[src/hw/mcs_pkg.sv]
// Constants, register map and state types of the motor mode block.
package mcs_pkg;

  // ----------------------------------------------------------------
  // Register byte offsets
  // ----------------------------------------------------------------
  localparam logic [7:0] ADDR_MODE       = 8'h00;
  localparam logic [7:0] ADDR_CTRL       = 8'h04;
  localparam logic [7:0] ADDR_STATUS     = 8'h08;
  localparam logic [7:0] ADDR_PERIOD     = 8'h0C;
  localparam logic [7:0] ADDR_TIME_INDEX = 8'h10;
  localparam logic [7:0] ADDR_TGT_VEL    = 8'h14;
  localparam logic [7:0] ADDR_VEL_OFS    = 8'h18;
  localparam logic [7:0] ADDR_TGT_TRQ    = 8'h1C;
  localparam logic [7:0] ADDR_TRQ_OFS    = 8'h20;
  localparam logic [7:0] ADDR_MAX_TRQ    = 8'h24;
  localparam logic [7:0] ADDR_MAX_CUR    = 8'h28;
  localparam logic [7:0] ADDR_STEP_NUM   = 8'h2C;
  localparam logic [7:0] ADDR_STEP_DEN   = 8'h30;
  localparam logic [7:0] ADDR_SUBTYPE    = 8'h34;
  localparam logic [7:0] ADDR_FE_WINDOW  = 8'h38;
  localparam logic [7:0] ADDR_FE_TIMEOUT = 8'h3C;
  localparam logic [7:0] ADDR_CONFIG     = 8'h40;
  localparam logic [7:0] ADDR_DEMAND_POS = 8'h44;

  // ----------------------------------------------------------------
  // Mode codes, field positions and reset values
  // ----------------------------------------------------------------
  localparam logic [7:0]  MODE_CSV       = 8'h09;
  localparam logic [7:0]  MODE_CST       = 8'h0A;
  localparam logic [7:0]  MODE_STEP      = 8'hFF;
  localparam logic [7:0]  MODE_SETUP     = 8'hFE;
  localparam logic [7:0]  TIME_INDEX_MS  = 8'hFD;
  localparam logic [7:0]  SUBTYPE_SD     = 8'h00;
  localparam logic [7:0]  SUBTYPE_DUAL   = 8'h01;
  localparam int          CW_START_BIT   = 4;
  localparam int          SW_SYNC_BIT    = 8;
  localparam int          SW_INDEX_BIT   = 10;
  localparam int          SW_FOLLOW_BIT  = 12;
  localparam int          SW_FE_BIT      = 13;
  localparam int          CFG_CL_BIT     = 0;
  localparam logic [7:0]  MODE_RST       = 8'h00;
  localparam logic [7:0]  PERIOD_RST     = 8'h01;
  localparam logic [15:0] STEP_NUM_RST   = 16'h0080;
  localparam logic [15:0] STEP_DEN_RST   = 16'h0001;
  localparam logic [15:0] TRQ_LIM_MAX    = 16'h7FFF;
  localparam logic [5:0]  DIV_BITS       = 6'h28;

  // ----------------------------------------------------------------
  // Timing
  // ----------------------------------------------------------------
  localparam int CLK_KHZ       = 20000;
  localparam int TIMEBASE_MS   = 1;
  localparam int CYCLES_PER_MS = TIMEBASE_MS * CLK_KHZ;

  // ----------------------------------------------------------------
  // State types
  // ----------------------------------------------------------------
  typedef enum logic [2:0] {
    MCS_DIV_IDLE  = 3'b001,
    MCS_DIV_RUN   = 3'b010,
    MCS_DIV_APPLY = 3'b100
  } mcs_div_t;

  typedef enum logic [1:0] {
    MCS_SET_IDLE = 2'b01,
    MCS_SET_RUN  = 2'b10
  } mcs_setup_t;

endpackage

[src/hw/mcs_pin_sync.sv]
// Three-stage pin synchroniser with agreement filter and rise pulse.
`timescale 1ns/1ps
`default_nettype none
module mcs_pin_sync
  import mcs_pkg::*;
(
  input  wire logic clk_sys,
  input  wire logic sys_rst,
  input  wire logic pin,
  output var  logic level,
  output var  logic rise
);

  logic s1;
  logic s2;
  logic s3;

  // The first stage feeds only the second one.
  always_ff @(posedge clk_sys) begin
    if (sys_rst) begin
      s1 <= 1'b0;
      s2 <= 1'b0;
      s3 <= 1'b0;
    end else begin
      s1 <= pin;
      s2 <= s1;
      s3 <= s2;
    end
  end

  // A change counts once the second and third stages agree.
  always_ff @(posedge clk_sys) begin
    if (sys_rst) begin
      level <= 1'b0;
      rise  <= 1'b0;
    end else begin
      if (s2 == s3) begin
        level <= s3;
      end
      rise <= (s2 == s3) & s3 & ~level;
    end
  end

endmodule
`default_nettype wire

[src/hw/mcs_top.sv]
// Mode logic for cyclic velocity, cyclic torque, stepping and auto setup.
//
// What this block does
// - Mode register selects 9, 10, -1, -2.
// - Cyclic modes ignore every control word bit.
// - Status bit 8 shows fieldbus synchronisation.
// - Status bit 12 shows setpoint being followed.
// - Cycle time is period times one millisecond.
// - Torque limited by smaller of two maxima.
// - Torque offset added to torque setpoint.
// - Velocity offset added to velocity setpoint.
// - Each step pulse moves one step.
// - Pulses summed per cycle, position updated.
// - Pulse scaled by numerator over denominator.
// - Status bit 13 flags following error.
// - Subtype 0: step pin plus direction pin.
// - Subtype 1: pulsing pin gives direction.
// - Setup starts on control bit 4 rising.
// - Status bit 10 shows index found.
// - Status bit 12 set after setup passes.
// - Closed loop allowed only after setup.
`timescale 1ns/1ps
`default_nettype none
module mcs_top
  import mcs_pkg::*;
#(
  parameter int CYC_PER_MS = CYCLES_PER_MS
) (
  input  wire logic        clk_sys,
  input  wire logic        sys_rst,
  input  wire logic        psel,
  input  wire logic        penable,
  input  wire logic        pwrite,
  input  wire logic [7:0]  paddr,
  input  wire logic [31:0] pwdata,
  output var  logic [31:0] prdata,
  output var  logic        pready,
  output var  logic        pslverr,
  input  wire logic        fb_sync,
  input  wire logic        op_enabled,
  input  wire logic        step_pin,
  input  wire logic        dir_pin,
  input  wire logic [31:0] actual_pos,
  input  wire logic        setup_done,
  input  wire logic        setup_pass,
  input  wire logic        index_found,
  output var  logic [15:0] status_word,
  output var  logic [31:0] vel_demand,
  output var  logic [15:0] trq_demand,
  output var  logic [31:0] demand_pos,
  output var  logic        follow_on,
  output var  logic        closed_loop_on,
  output var  logic        setup_run
);

  // ----------------------------------------------------------------
  // Registers written by software
  // ----------------------------------------------------------------
  logic [7:0]  mode;
  logic [15:0] ctrl;
  logic [7:0]  period;
  logic [7:0]  time_index;
  logic [31:0] tgt_vel;
  logic [31:0] vel_ofs;
  logic [15:0] tgt_trq;
  logic [15:0] trq_ofs;
  logic [15:0] max_trq;
  logic [15:0] max_cur;
  logic [15:0] step_num;
  logic [15:0] step_den;
  logic [7:0]  subtype;
  logic [31:0] fe_window;
  logic [15:0] fe_timeout;
  logic        cfg_cl;

  // ----------------------------------------------------------------
  // Mode decode
  // ----------------------------------------------------------------
  wire is_csv    = (mode == MODE_CSV);
  wire is_cst    = (mode == MODE_CST);
  wire is_step   = (mode == MODE_STEP);
  wire is_setup  = (mode == MODE_SETUP);
  wire is_cyclic = is_csv | is_cst;

  // ----------------------------------------------------------------
  // APB slave
  // ----------------------------------------------------------------
  wire apb_acc = psel & penable;
  wire apb_done = apb_acc & pready;
  wire wr_en = apb_done & pwrite;
  logic [31:0] rd_data;
  logic        addr_hit;

  // Ready comes one cycle into the access phase.
  always_ff @(posedge clk_sys) begin
    if (sys_rst) begin
      pready  <= 1'b0;
      pslverr <= 1'b0;
      prdata  <= 32'h0000_0000;
    end else begin
      pready  <= apb_acc & ~pready;
      pslverr <= apb_acc & ~pready & ~addr_hit;
      prdata  <= (apb_acc & ~pready & ~pwrite) ? rd_data : 32'h0000_0000;
    end
  end

  // Read selection; unmapped addresses read as zero with an error.
  always_comb begin
    rd_data  = 32'h0000_0000;
    addr_hit = 1'b1;
    unique case (paddr)
      ADDR_MODE:       rd_data = {24'h00_0000, mode};
      ADDR_CTRL:       rd_data = {16'h0000, ctrl};
      ADDR_STATUS:     rd_data = {16'h0000, status_word};
      ADDR_PERIOD:     rd_data = {24'h00_0000, period};
      ADDR_TIME_INDEX: rd_data = {24'h00_0000, time_index};
      ADDR_TGT_VEL:    rd_data = tgt_vel;
      ADDR_VEL_OFS:    rd_data = vel_ofs;
      ADDR_TGT_TRQ:    rd_data = {16'h0000, tgt_trq};
      ADDR_TRQ_OFS:    rd_data = {16'h0000, trq_ofs};
      ADDR_MAX_TRQ:    rd_data = {16'h0000, max_trq};
      ADDR_MAX_CUR:    rd_data = {16'h0000, max_cur};
      ADDR_STEP_NUM:   rd_data = {16'h0000, step_num};
      ADDR_STEP_DEN:   rd_data = {16'h0000, step_den};
      ADDR_SUBTYPE:    rd_data = {24'h00_0000, subtype};
      ADDR_FE_WINDOW:  rd_data = fe_window;
      ADDR_FE_TIMEOUT: rd_data = {16'h0000, fe_timeout};
      ADDR_CONFIG:     rd_data = {31'h0000_0000, cfg_cl};
      ADDR_DEMAND_POS: rd_data = demand_pos;
      default:         addr_hit = 1'b0;
    endcase
  end

  // Register writes take effect on the completing access edge.
  always_ff @(posedge clk_sys) begin
    if (sys_rst) begin
      mode       <= MODE_RST;
      ctrl       <= 16'h0000;
      period     <= PERIOD_RST;
      time_index <= TIME_INDEX_MS;
      tgt_vel    <= 32'h0000_0000;
      vel_ofs    <= 32'h0000_0000;
      tgt_trq    <= 16'h0000;
      trq_ofs    <= 16'h0000;
      max_trq    <= TRQ_LIM_MAX;
      max_cur    <= TRQ_LIM_MAX;
      step_num   <= STEP_NUM_RST;
      step_den   <= STEP_DEN_RST;
      subtype    <= SUBTYPE_SD;
      fe_window  <= 32'h0000_0000;
      fe_timeout <= 16'h0000;
      cfg_cl     <= 1'b0;
    end else if (wr_en) begin
      unique case (paddr)
        ADDR_MODE:       mode       <= pwdata[7:0];
        ADDR_CTRL:       ctrl       <= pwdata[15:0];
        ADDR_PERIOD:     period     <= pwdata[7:0];
        ADDR_TIME_INDEX: time_index <= pwdata[7:0];
        ADDR_TGT_VEL:    tgt_vel    <= pwdata;
        ADDR_VEL_OFS:    vel_ofs    <= pwdata;
        ADDR_TGT_TRQ:    tgt_trq    <= pwdata[15:0];
        ADDR_TRQ_OFS:    trq_ofs    <= pwdata[15:0];
        ADDR_MAX_TRQ:    max_trq    <= pwdata[15:0];
        ADDR_MAX_CUR:    max_cur    <= pwdata[15:0];
        ADDR_STEP_NUM:   step_num   <= pwdata[15:0];
        ADDR_STEP_DEN:   step_den   <= pwdata[15:0];
        ADDR_SUBTYPE:    subtype    <= pwdata[7:0];
        ADDR_FE_WINDOW:  fe_window  <= pwdata;
        ADDR_FE_TIMEOUT: fe_timeout <= pwdata[15:0];
        ADDR_CONFIG:     cfg_cl     <= pwdata[CFG_CL_BIT];
        default:         mode       <= mode;
      endcase
    end
  end

  // ----------------------------------------------------------------
  // Millisecond base and interpolation cycle
  // ----------------------------------------------------------------
  logic [15:0] ms_cnt;
  logic [7:0]  cyc_ms;
  wire timebase_ok = (time_index == TIME_INDEX_MS) & (period != 8'h00);
  wire ms_tick = (ms_cnt == 16'(CYC_PER_MS - 1));
  wire cycle_tick = ms_tick & timebase_ok & (cyc_ms == period - 8'h01);

  // Cycle length is the period value counted in milliseconds.
  always_ff @(posedge clk_sys) begin
    if (sys_rst) begin
      ms_cnt <= 16'h0000;
      cyc_ms <= 8'h00;
    end else begin
      ms_cnt <= ms_tick ? 16'h0000 : ms_cnt + 16'h0001;
      if (cycle_tick | ~timebase_ok) begin
        cyc_ms <= 8'h00;
      end else if (ms_tick) begin
        cyc_ms <= cyc_ms + 8'h01;
      end
    end
  end

  // ----------------------------------------------------------------
  // Fieldbus synchronisation and setpoint following
  // ----------------------------------------------------------------
  logic seen_sync;
  logic in_sync;
  wire next_seen = fb_sync | (seen_sync & ~cycle_tick);
  wire next_follow = is_cyclic & in_sync & op_enabled & timebase_ok;

  // A sync event in the closing cycle keeps the link in step.
  always_ff @(posedge clk_sys) begin
    if (sys_rst) begin
      seen_sync <= 1'b0;
      in_sync   <= 1'b0;
      follow_on <= 1'b0;
    end else begin
      seen_sync <= next_seen;
      if (~timebase_ok | ~is_cyclic) begin
        in_sync <= 1'b0;
      end else if (cycle_tick) begin
        in_sync <= seen_sync | fb_sync;
      end
      follow_on <= next_follow;
    end
  end

  // ----------------------------------------------------------------
  // Velocity and torque demands
  // ----------------------------------------------------------------
  wire [31:0] vel_sum = tgt_vel + vel_ofs;
  wire signed [16:0] trq_sum = $signed({tgt_trq[15], tgt_trq})
                             + $signed({trq_ofs[15], trq_ofs});
  wire [15:0] trq_lim_raw = (max_trq < max_cur) ? max_trq : max_cur;
  wire [15:0] trq_lim = (trq_lim_raw > TRQ_LIM_MAX) ? TRQ_LIM_MAX : trq_lim_raw;
  wire signed [16:0] lim_pos = $signed({1'b0, trq_lim});
  wire signed [16:0] lim_neg = -lim_pos;
  wire [15:0] trq_clamp = (trq_sum > lim_pos) ? lim_pos[15:0]
                        : (trq_sum < lim_neg) ? lim_neg[15:0]
                        : trq_sum[15:0];

  // Demands take the setpoints once per cycle while following.
  // The master must have refreshed the setpoint by each cycle edge.
  always_ff @(posedge clk_sys) begin
    if (sys_rst) begin
      vel_demand <= 32'h0000_0000;
      trq_demand <= 16'h0000;
    end else begin
      if (~is_csv | ~follow_on) begin
        vel_demand <= 32'h0000_0000;
      end else if (cycle_tick) begin
        vel_demand <= vel_sum;
      end
      if (~is_cst | ~follow_on) begin
        trq_demand <= 16'h0000;
      end else if (cycle_tick) begin
        trq_demand <= trq_clamp;
      end
    end
  end

  // ----------------------------------------------------------------
  // Step inputs and per-cycle pulse count
  // ----------------------------------------------------------------
  logic [1:0] pin_lvl;
  logic [1:0] pin_rise;
  wire  [1:0] pins = {dir_pin, step_pin};

  // Both pulse pins pass the same filtered synchroniser.
  genvar gi;
  generate
    for (gi = 0; gi < 2; gi = gi + 1) begin : g_pin
      mcs_pin_sync u_sync (
        .clk_sys (clk_sys),
        .sys_rst (sys_rst),
        .pin     (pins[gi]),
        .level   (pin_lvl[gi]),
        .rise    (pin_rise[gi])
      );
    end
  endgenerate

  // Direction level is taken as it stands at the step rise; no settling gap is checked.
  wire dual = (subtype == SUBTYPE_DUAL);
  wire up_sd = pin_rise[0] & pin_lvl[1];
  wire dn_sd = pin_rise[0] & ~pin_lvl[1];
  wire up_du = pin_rise[0] & ~pin_rise[1];
  wire dn_du = pin_rise[1] & ~pin_rise[0];
  wire step_up = is_step & (dual ? up_du : up_sd);
  wire step_dn = is_step & (dual ? dn_du : dn_sd);

  logic [23:0] pulse_cnt;
  wire [23:0] cnt_base = cycle_tick ? 24'h00_0000 : pulse_cnt;
  wire [23:0] next_cnt = step_up ? cnt_base + 24'h00_0001
                       : step_dn ? cnt_base - 24'h00_0001
                       : cnt_base;

  // A pulse in the cycle edge itself opens the new count.
  always_ff @(posedge clk_sys) begin
    if (sys_rst | ~is_step) begin
      pulse_cnt <= 24'h00_0000;
    end else begin
      pulse_cnt <= next_cnt;
    end
  end

  // ----------------------------------------------------------------
  // Scaling divider and demand position
  // ----------------------------------------------------------------
  mcs_div_t    div_st;
  logic [39:0] dvd;
  logic [16:0] rem;
  logic [5:0]  div_left;
  logic        div_neg;
  wire  [23:0] cnt_mag = pulse_cnt[23] ? -pulse_cnt : pulse_cnt;
  wire  [39:0] prod = 40'(cnt_mag) * 40'(step_num);
  wire  [15:0] den_eff = (step_den == 16'h0000) ? 16'h0001 : step_den;
  wire  [16:0] rem_sh = {rem[15:0], dvd[39]};
  wire         fits = (rem_sh >= {1'b0, den_eff});
  wire  [16:0] rem_sub = rem_sh - {1'b0, den_eff};
  wire  [31:0] quot = dvd[31:0];

  // Restoring division of the scaled count, one bit per clock.
  always_ff @(posedge clk_sys) begin
    if (sys_rst) begin
      div_st     <= MCS_DIV_IDLE;
      dvd        <= 40'h00_0000_0000;
      rem        <= 17'h0_0000;
      div_left   <= 6'h00;
      div_neg    <= 1'b0;
      demand_pos <= 32'h0000_0000;
    end else begin
      unique case (div_st)
        MCS_DIV_IDLE: begin
          if (cycle_tick & is_step) begin
            dvd      <= prod;
            rem      <= 17'h0_0000;
            div_left <= DIV_BITS;
            div_neg  <= pulse_cnt[23];
            div_st   <= MCS_DIV_RUN;
          end
        end
        MCS_DIV_RUN: begin
          rem      <= fits ? rem_sub : rem_sh;
          dvd      <= {dvd[38:0], fits};
          div_left <= div_left - 6'h01;
          if (div_left == 6'h01) begin
            div_st <= MCS_DIV_APPLY;
          end
        end
        MCS_DIV_APPLY: begin
          demand_pos <= div_neg ? demand_pos - quot : demand_pos + quot;
          div_st     <= MCS_DIV_IDLE;
        end
      endcase
    end
  end

  // ----------------------------------------------------------------
  // Following error watch
  // ----------------------------------------------------------------
  logic [15:0] fe_cnt;
  logic        fe_flag;
  wire [31:0] pos_err = demand_pos - actual_pos;
  wire [31:0] err_mag = pos_err[31] ? -pos_err : pos_err;
  wire outside = is_step & closed_loop_on & (err_mag > fe_window);

  // Milliseconds outside the window are counted against the timeout.
  always_ff @(posedge clk_sys) begin
    if (sys_rst | ~outside) begin
      fe_cnt  <= 16'h0000;
      fe_flag <= 1'b0;
    end else begin
      if (ms_tick & (fe_cnt != 16'hFFFF)) begin
        fe_cnt <= fe_cnt + 16'h0001;
      end
      fe_flag <= (fe_cnt > fe_timeout);
    end
  end

  // ----------------------------------------------------------------
  // Auto setup sequence
  // ----------------------------------------------------------------
  mcs_setup_t set_st;
  logic       start_q;
  logic       aligned;
  logic       indexed;
  wire start_edge = is_setup & ctrl[CW_START_BIT] & ~start_q;

  // The setup travel runs until the motor side reports completion.
  always_ff @(posedge clk_sys) begin
    if (sys_rst) begin
      set_st         <= MCS_SET_IDLE;
      start_q        <= 1'b0;
      aligned        <= 1'b0;
      indexed        <= 1'b0;
      setup_run      <= 1'b0;
      closed_loop_on <= 1'b0;
    end else begin
      start_q <= ctrl[CW_START_BIT];
      unique case (set_st)
        MCS_SET_IDLE: begin
          if (start_edge) begin
            set_st <= MCS_SET_RUN;
          end
        end
        MCS_SET_RUN: begin
          if (~is_setup) begin
            set_st <= MCS_SET_IDLE;
          end else if (setup_done) begin
            aligned <= setup_pass;
            indexed <= index_found;
            set_st  <= MCS_SET_IDLE;
          end
        end
      endcase
      setup_run      <= (set_st == MCS_SET_RUN) & is_setup & ~setup_done;
      closed_loop_on <= cfg_cl & aligned;
    end
  end

  // ----------------------------------------------------------------
  // Status word
  // ----------------------------------------------------------------
  wire [15:0] sw_cyc  = 16'(in_sync) << SW_SYNC_BIT
                      | 16'(follow_on) << SW_FOLLOW_BIT;
  wire [15:0] sw_step = 16'(fe_flag) << SW_FE_BIT;
  wire [15:0] sw_set  = 16'(indexed) << SW_INDEX_BIT
                      | 16'(aligned) << SW_FOLLOW_BIT;
  wire [15:0] next_sw = is_cyclic ? sw_cyc
                      : is_step ? sw_step
                      : is_setup ? sw_set
                      : 16'h0000;

  // Only the mode-specific bits are driven; all others read zero.
  always_ff @(posedge clk_sys) begin
    if (sys_rst) begin
      status_word <= 16'h0000;
    end else begin
      status_word <= next_sw;
    end
  end

endmodule
`default_nettype wire

[config.mk]
export PLATFORM = sky130hd
export DESIGN_NAME = mcs_top
export DESIGN_NICKNAME = d
export VERILOG_FILES = /design/src/hw/mcs_pkg.sv /design/src/hw/mcs_pin_sync.sv /design/src/hw/mcs_top.sv
export SDC_FILE = /design/constraint.sdc
export NUM_CORES = 2
export LEC_CHECK = 0
export ABC_CLOCK_PERIOD_IN_PS = 8000
export BUFFER_PORTS_ARGS = -buffer_cell sky130_fd_sc_hd__buf_4
export CORE_MARGIN = 10
export CORE_UTILIZATION = 25
export DETAILED_ROUTE_END_ITERATION = 6
export GPL_ROUTABILITY_DRIVEN = 0
export PLACE_DENSITY = 0.4
export SYNTH_ARGS = -nofsm -noshare
export SYNTH_HDL_FRONTEND = slang
export SYNTH_SLANG_ARGS = --single-unit
[constraint.sdc]
create_clock -name clk_sys -period 8 [get_ports clk_sys]
set_input_delay 0.8 -clock clk_sys [delete_from_list [all_inputs] [get_ports clk_sys]]
set_output_delay 0.8 -clock clk_sys [all_outputs]
set_load 0.01 [all_outputs]
Word level (Yosys, flattened, before mapping)
Index checks and enable logic that the tools add are counted.

$add $sub $neg: 16. Equality and inequality tests: 38. Shifts and indexed selects: 0. Magnitude comparators: 7. Reductions and logical operators: 32. Bitwise logic cells: 61. Multipliers: 1. Mux-type cells: 32. Divide/modulo/power cells: 0.

Operators by type and width (number): $pmux 32 s18 (1); $mux 16 (7); $mux 24 (4); $pmux 40 s2 (1); $add 32x32->32 (2); $eq 8x6->1 const B (8); $mux 32 (2); $sub 32x32->32 (2); $mul 24x16->40 (1); $mux 40 (1); $reduce_and 2->1 (20); $add 16x1->16 const B (2); $and 1x1->1 (32); $eq 8x4->1 const B (4); $eq 8x5->1 const B (4); $gt 32x32->1 (1); $neg 32->32 (1); $pmux 16 s2 (1); $mux 14 (2); $add 24x1->24 const B (1); $eq 8x8->1 const B (3); $neg 24->24 (1); $sub 24x1->24 const B (1); $not 1->1 (18); other kinds (45) (67).

ROM bits: 0. Memories kept: 0. Logic and storage cells: 239. Memory bits (writable): 0. Register bits after elaboration: 538. Input bits: 84. Bits in latches: 0.

Longest topological paths before layout
Depth in word-level cells: 8. Depth in mapped cells: 34. Depth with buffers taken out: 31.

Hierarchy
From an unflattened synthesis, not the netlist that was laid out.

Cell total of the unflattened synthesis: 5704. Area, all modules: 44859.3 um2.

Modules (own cells, without submodules): mcs_top (instances 1, sequential area each 10329.9 um2, area an instance 44544.0 um2, cells an instance 5680); mcs_pin_sync (instances 2, sequential area each 100.1 um2, area an instance 157.7 um2, cells an instance 12).

Worst setup path after synthesis
OpenSTA, ideal clock, no wires.

Path type: register to register. Start: reg pulse_cnt[7]. End: reg dvd[39]. Cell stages (with the launch flop): 33. Required time: 7.868 ns. Path slack: -0.319 ns. Arrival time: 8.187 ns. Buffers on the path: 2. Path through: dfxtp_1 -> clkbuf_1 -> nor3_1 -> nand4b_1 -> or3_1 -> nor3_1 -> nand2_1 -> or3_1 -> nand2_1 -> xnor2_1 -> clkbuf_1 -> nand2_1 -> fa_1 -> fa_1 -> fa_1 -> inv_1 -> fa_1 -> fa_1 -> inv_1 -> fa_1 -> inv_1 -> ha_1 -> a211oi_1 -> o21bai_1 -> a211oi_1 -> o21ai_0 -> a311o_1 -> a31oi_1 -> o21ai_0 -> o211ai_1 -> mux2_2 -> nand2_1 -> a21oi_1.

Longest elaborated chain between the ends: 5.

RTL lines: start: declaration (RTL line mcs_top.sv:289) `logic [23:0] pulse_cnt;`; start signal: assignment (RTL line mcs_top.sv:300) `pulse_cnt <= next_cnt;`; $neg 24->24 (RTL line mcs_top.sv:312) `wire [23:0] cnt_mag = pulse_cnt[23] ? -pulse_cnt : pulse_cnt;`; $mux 24 (*) (RTL line mcs_top.sv:312); $mul 24x16->40 (*) (RTL line mcs_top.sv:313) `wire [39:0] prod = 40'(cnt_mag) * 40'(step_num);`; $mux 40 (*) (RTL line mcs_top.sv:332) `if (cycle_tick & is_step) begin`; $pmux 40 s2 (*) (RTL line mcs_top.sv:330) `unique case (div_st)`; end signal: assignment (RTL line mcs_top.sv:333) `dvd <= prod;`; end signal: assignment (RTL line mcs_top.sv:342) `dvd <= {dvd[38:0], fits};`; end: declaration (RTL line mcs_top.sv:308) `logic [39:0] dvd;`.

Every way passes the cells marked *; elsewhere a longest branch is shown, timed or not. The select of a mux whose other input is x is not followed. A chain may end at the register's enable or synchronous reset.

Worst setup path in the final report
Start: reg pulse_cnt[3]. End: reg dvd[39].

Same word-level chain as after synthesis.

==> flow_summary.yaml <==
run_status:
  status: "complete, no violations"
cts:
  path_clk_slew_ns: 0.06
  clock_sinks: 526
  tritoncts: "done"
  numCtsBuffers: 71
  htree_levels: 3
  clockBufferDepth: 3
  root_buffer: "clkbuf_16"
  cts_hold_buffers: 0
  clk_latency_ns: 0.69
timing:
  hold_ws_ns: 0.341
  max_freq_mhz: 128
  finalSetupTns_ns: 0
  worstMarginPinSlew_ns: 1.29
  rsz0062_at_grt: "true"
  slew_viol_final: 0
  setup_viol: 0
  setup_slack_ns: 0.170
  fin_crit_sh_pct: 97.9
  hold_viol: 0
  period_needed_ns: 7.83
  skew_ns: 0.0604
  slew_headroom_pct: 14.2
place:
  dpl_worst_slack_ns: -0.183
  portBuffers: 204
  dpl.hpwl_um: 144000
synthesis:
  yosysTopAreaCellShare_pct: 23.5
  syn_area_per_cell_um2: 7.85
  synth_ff_type: "dfxtp_1"
  synth_edf_count: 0
  synth_top_area_cell: "dfxtp_1"
  syn_area_um2: 44900
  ys_seq_area_share_pct: 23.5
  yosysWarnings: 0
  async_flop_share_pct: 0
  syn_inst: 5713
  synth-seq-cells: 526
  netlist-cell-type-count: 83
  synthTopCellsByArea: "dfxtp_1 (23%), fa_1 (14%), ha_1 (9.7%), nand2_1 (8.6%), a21oi_1 (5.9%)"
routing:
  dr.pass1.iters: 6
  drt-initial-drc-count: 3251
  wire_per_inst_um: 22.1
  postRouteAntennaNets: 0
  vias_per_cell: 4.95
  drcViolationCount: 0
  routed_wl_um: 184000
  vias: 41400
critical_path:
  worstPathArrival_ns: 8.33
  cp.required_ns: 8.50
  cp_max_fo: 6
  cpMaxStageDelayCell: "fa_1"
  criticalPathCategory: "flip-flop to flip-flop"
  cpPeakStageDelay_ns: 0.54
  critPathLaunchType: "flip-flop"
  worst_setup_path_end_kind: "flip-flop"
floorplan:
  die_h_um: 444
  dieArea_um2: 197000
  core_um2: 178000
  start_util_pct: 25.1
  die_width_um: 444
  ios: 217
  rows: 155
pwr:
  leakage_nw: 22.2
  p_per_area_nw_per_um2: 118
  ir_drop_mv: 0.134
grt:
  grt_antenna_before_repair: 5
  grt_max_degree: 76
  grt_pass1_vias: 41000
  grtUsageTotal_pct: 18.1
  gr-total-overflow: 0
  grt_pass1_wl_um: 274000
cells_and_area:
  layout.cells.most_common_list: "nand2_1 (1020), a21oi_1 (525), dfxtp_1 (523), inv_1 (511), buf_4 (445)"
  drive_above_1_share_pct: 12.1
  final_nets: 6685
  layout_commonest_cell: "nand2_1"
  fillers: 19300
  synthToLayoutAreaGrowth_pct: 18.5
run:
  cap_violations: 0
hold_path:
  hold_class: "input port to flip-flop"
-- stage by stage --
step                      power (mW)  instance area [um^2]  instances  util [%]
final                           6.27                 53100       8351      29.8
after CTS                       6.35                 52600       8337      29.5
after detailed placement        3.00                 50200       8216      28.1
after global routing            6.47                 53100       8346      29.8
after floorplan                 2.87                 44900       5724         -
after global placement          3.00                 50200       8216      28.1
-- where the power goes --
| part | total, mW | internal, mW | switching [mW] | leakage [nW] |
|---|---|---|---|---|
| Clock | 3.32 | 1.96 | 1.36 | 1.15 |
| Sequential | 2.63 | 2.63 | 0.00538 | 4.24 |
| Combinational | 0.313 | 0.105 | 0.208 | 16.8 |
| Total | 6.27 | 4.69 | 1.58 | 22.2 |
-- layout make-up --
type	instances	area, um^2	share of cell area, %
Antenna cell	5	12.5	0.0235
Inverter	523	1960	3.69
Timing Repair Buffer	457	3500	6.58
Tap cell	2355	2950	5.54
Clock inverter	26	398	0.749
Multi-Input combinational cell	4364	31800	59.9
Sequential cell	526	10500	19.8
Clock buffer	95	1970	3.70
-- synth_stat cells (8+ instances only) --
master / number
ha_1: 347
nand2_1: 1028
dfxtp_1: 526
nor4b_1: 10
nor2_1: 326
mux2i_1: 41
o21bai_1: 23
xnor2_1: 193
a211o_1: 9
nand2b_1: 50
and3_1: 49
inv_1: 522
a21oi_1: 533
buf_1: 11
fa_1: 311
xor2_1: 95
a22o_1: 41
and2_1: 188
o21ai_0: 154
or4_1: 9
nand3_1: 117
nand3b_1: 12
o211ai_1: 36
a211oi_1: 47
a22oi_1: 89
a21o_1: 83
a2111oi_0: 8
a221oi_1: 57
or2_2: 12
o21a_1: 25
a31oi_1: 47
o22ai_1: 14
mux2_2: 10
nor4_1: 38
o31ai_1: 18
nor3b_1: 17
clkbuf_1: 283
nand4_1: 52
nor2b_1: 38
buf_4: 12
nor3_1: 91
or3_1: 38
-- metal layers --
metal  vias up  track usage (%)  share of wire [%]  routed length (um)
met4         0             5.73                3.3                6020
met5         -                0                  0                   0
li1      19800                -                  -                   -
met2      1122             29.1                 45               83000
met1     20300             24.8                 46               84900
met3       219             2.66                5.7               10500
-- path summary, 6_finish.rpt --
| check | to | startpoint | slack (ns) | depth (start not counted) |
|---|---|---|---|---|
| worst max-delay path | dvd[39] | pulse_cnt[3] | 0.17 | 31 |
| worst min-delay path | g_pin[1].u_sync.s1 | dir_pin | 0.34 | 2 |
| worst max register to register | dvd[39] | pulse_cnt[3] | 0.17 | 31 |
| worst min register to register | g_pin[0].u_sync.s2 | g_pin[0].u_sync.s1 | 0.44 | 1 |
-- logic make-up after synthesis --
kind of cell,Yosys count,synth area share [%]
AOI/OAI and AO/OA,1258,17.6
DFF,526,23.5
adders and majority gates,658,23.6
and+or+nand+nor,2096,21.4
other,2,0.0167
muxes,51,1.17
xor gates and xnor gates,288,5.62
buffers and inverters,834,7.11
-- critical path, delay by kind of cell, from the launching register on --
kind	cells	cell delay, ns
and+or+nand+nor	9	1.74
buffers and inverters	4	0.28
muxes	1	0.35
DFF	1	0.36
adders and majority gates	7	3.16
xor gates and xnor gates	1	0.18
AOI/OAI and AO/OA	9	1.55
-- state kept, by name (all words and copies together), names as in the netlist, 24 cells and up --
signal,count
prdata,32
vel_ofs,32
vel_demand,32
fe_window,32
pulse_cnt,24
tgt_vel,32
dvd,40
demand_pos,32
-- repair_timing --
action                                  CTS  global route
setup buffers                             0            11
endpoints found under the setup margin    9            19
pin swaps                                 9            85
resized for setup                        14           103
Power figures use the tool's default switching activity.
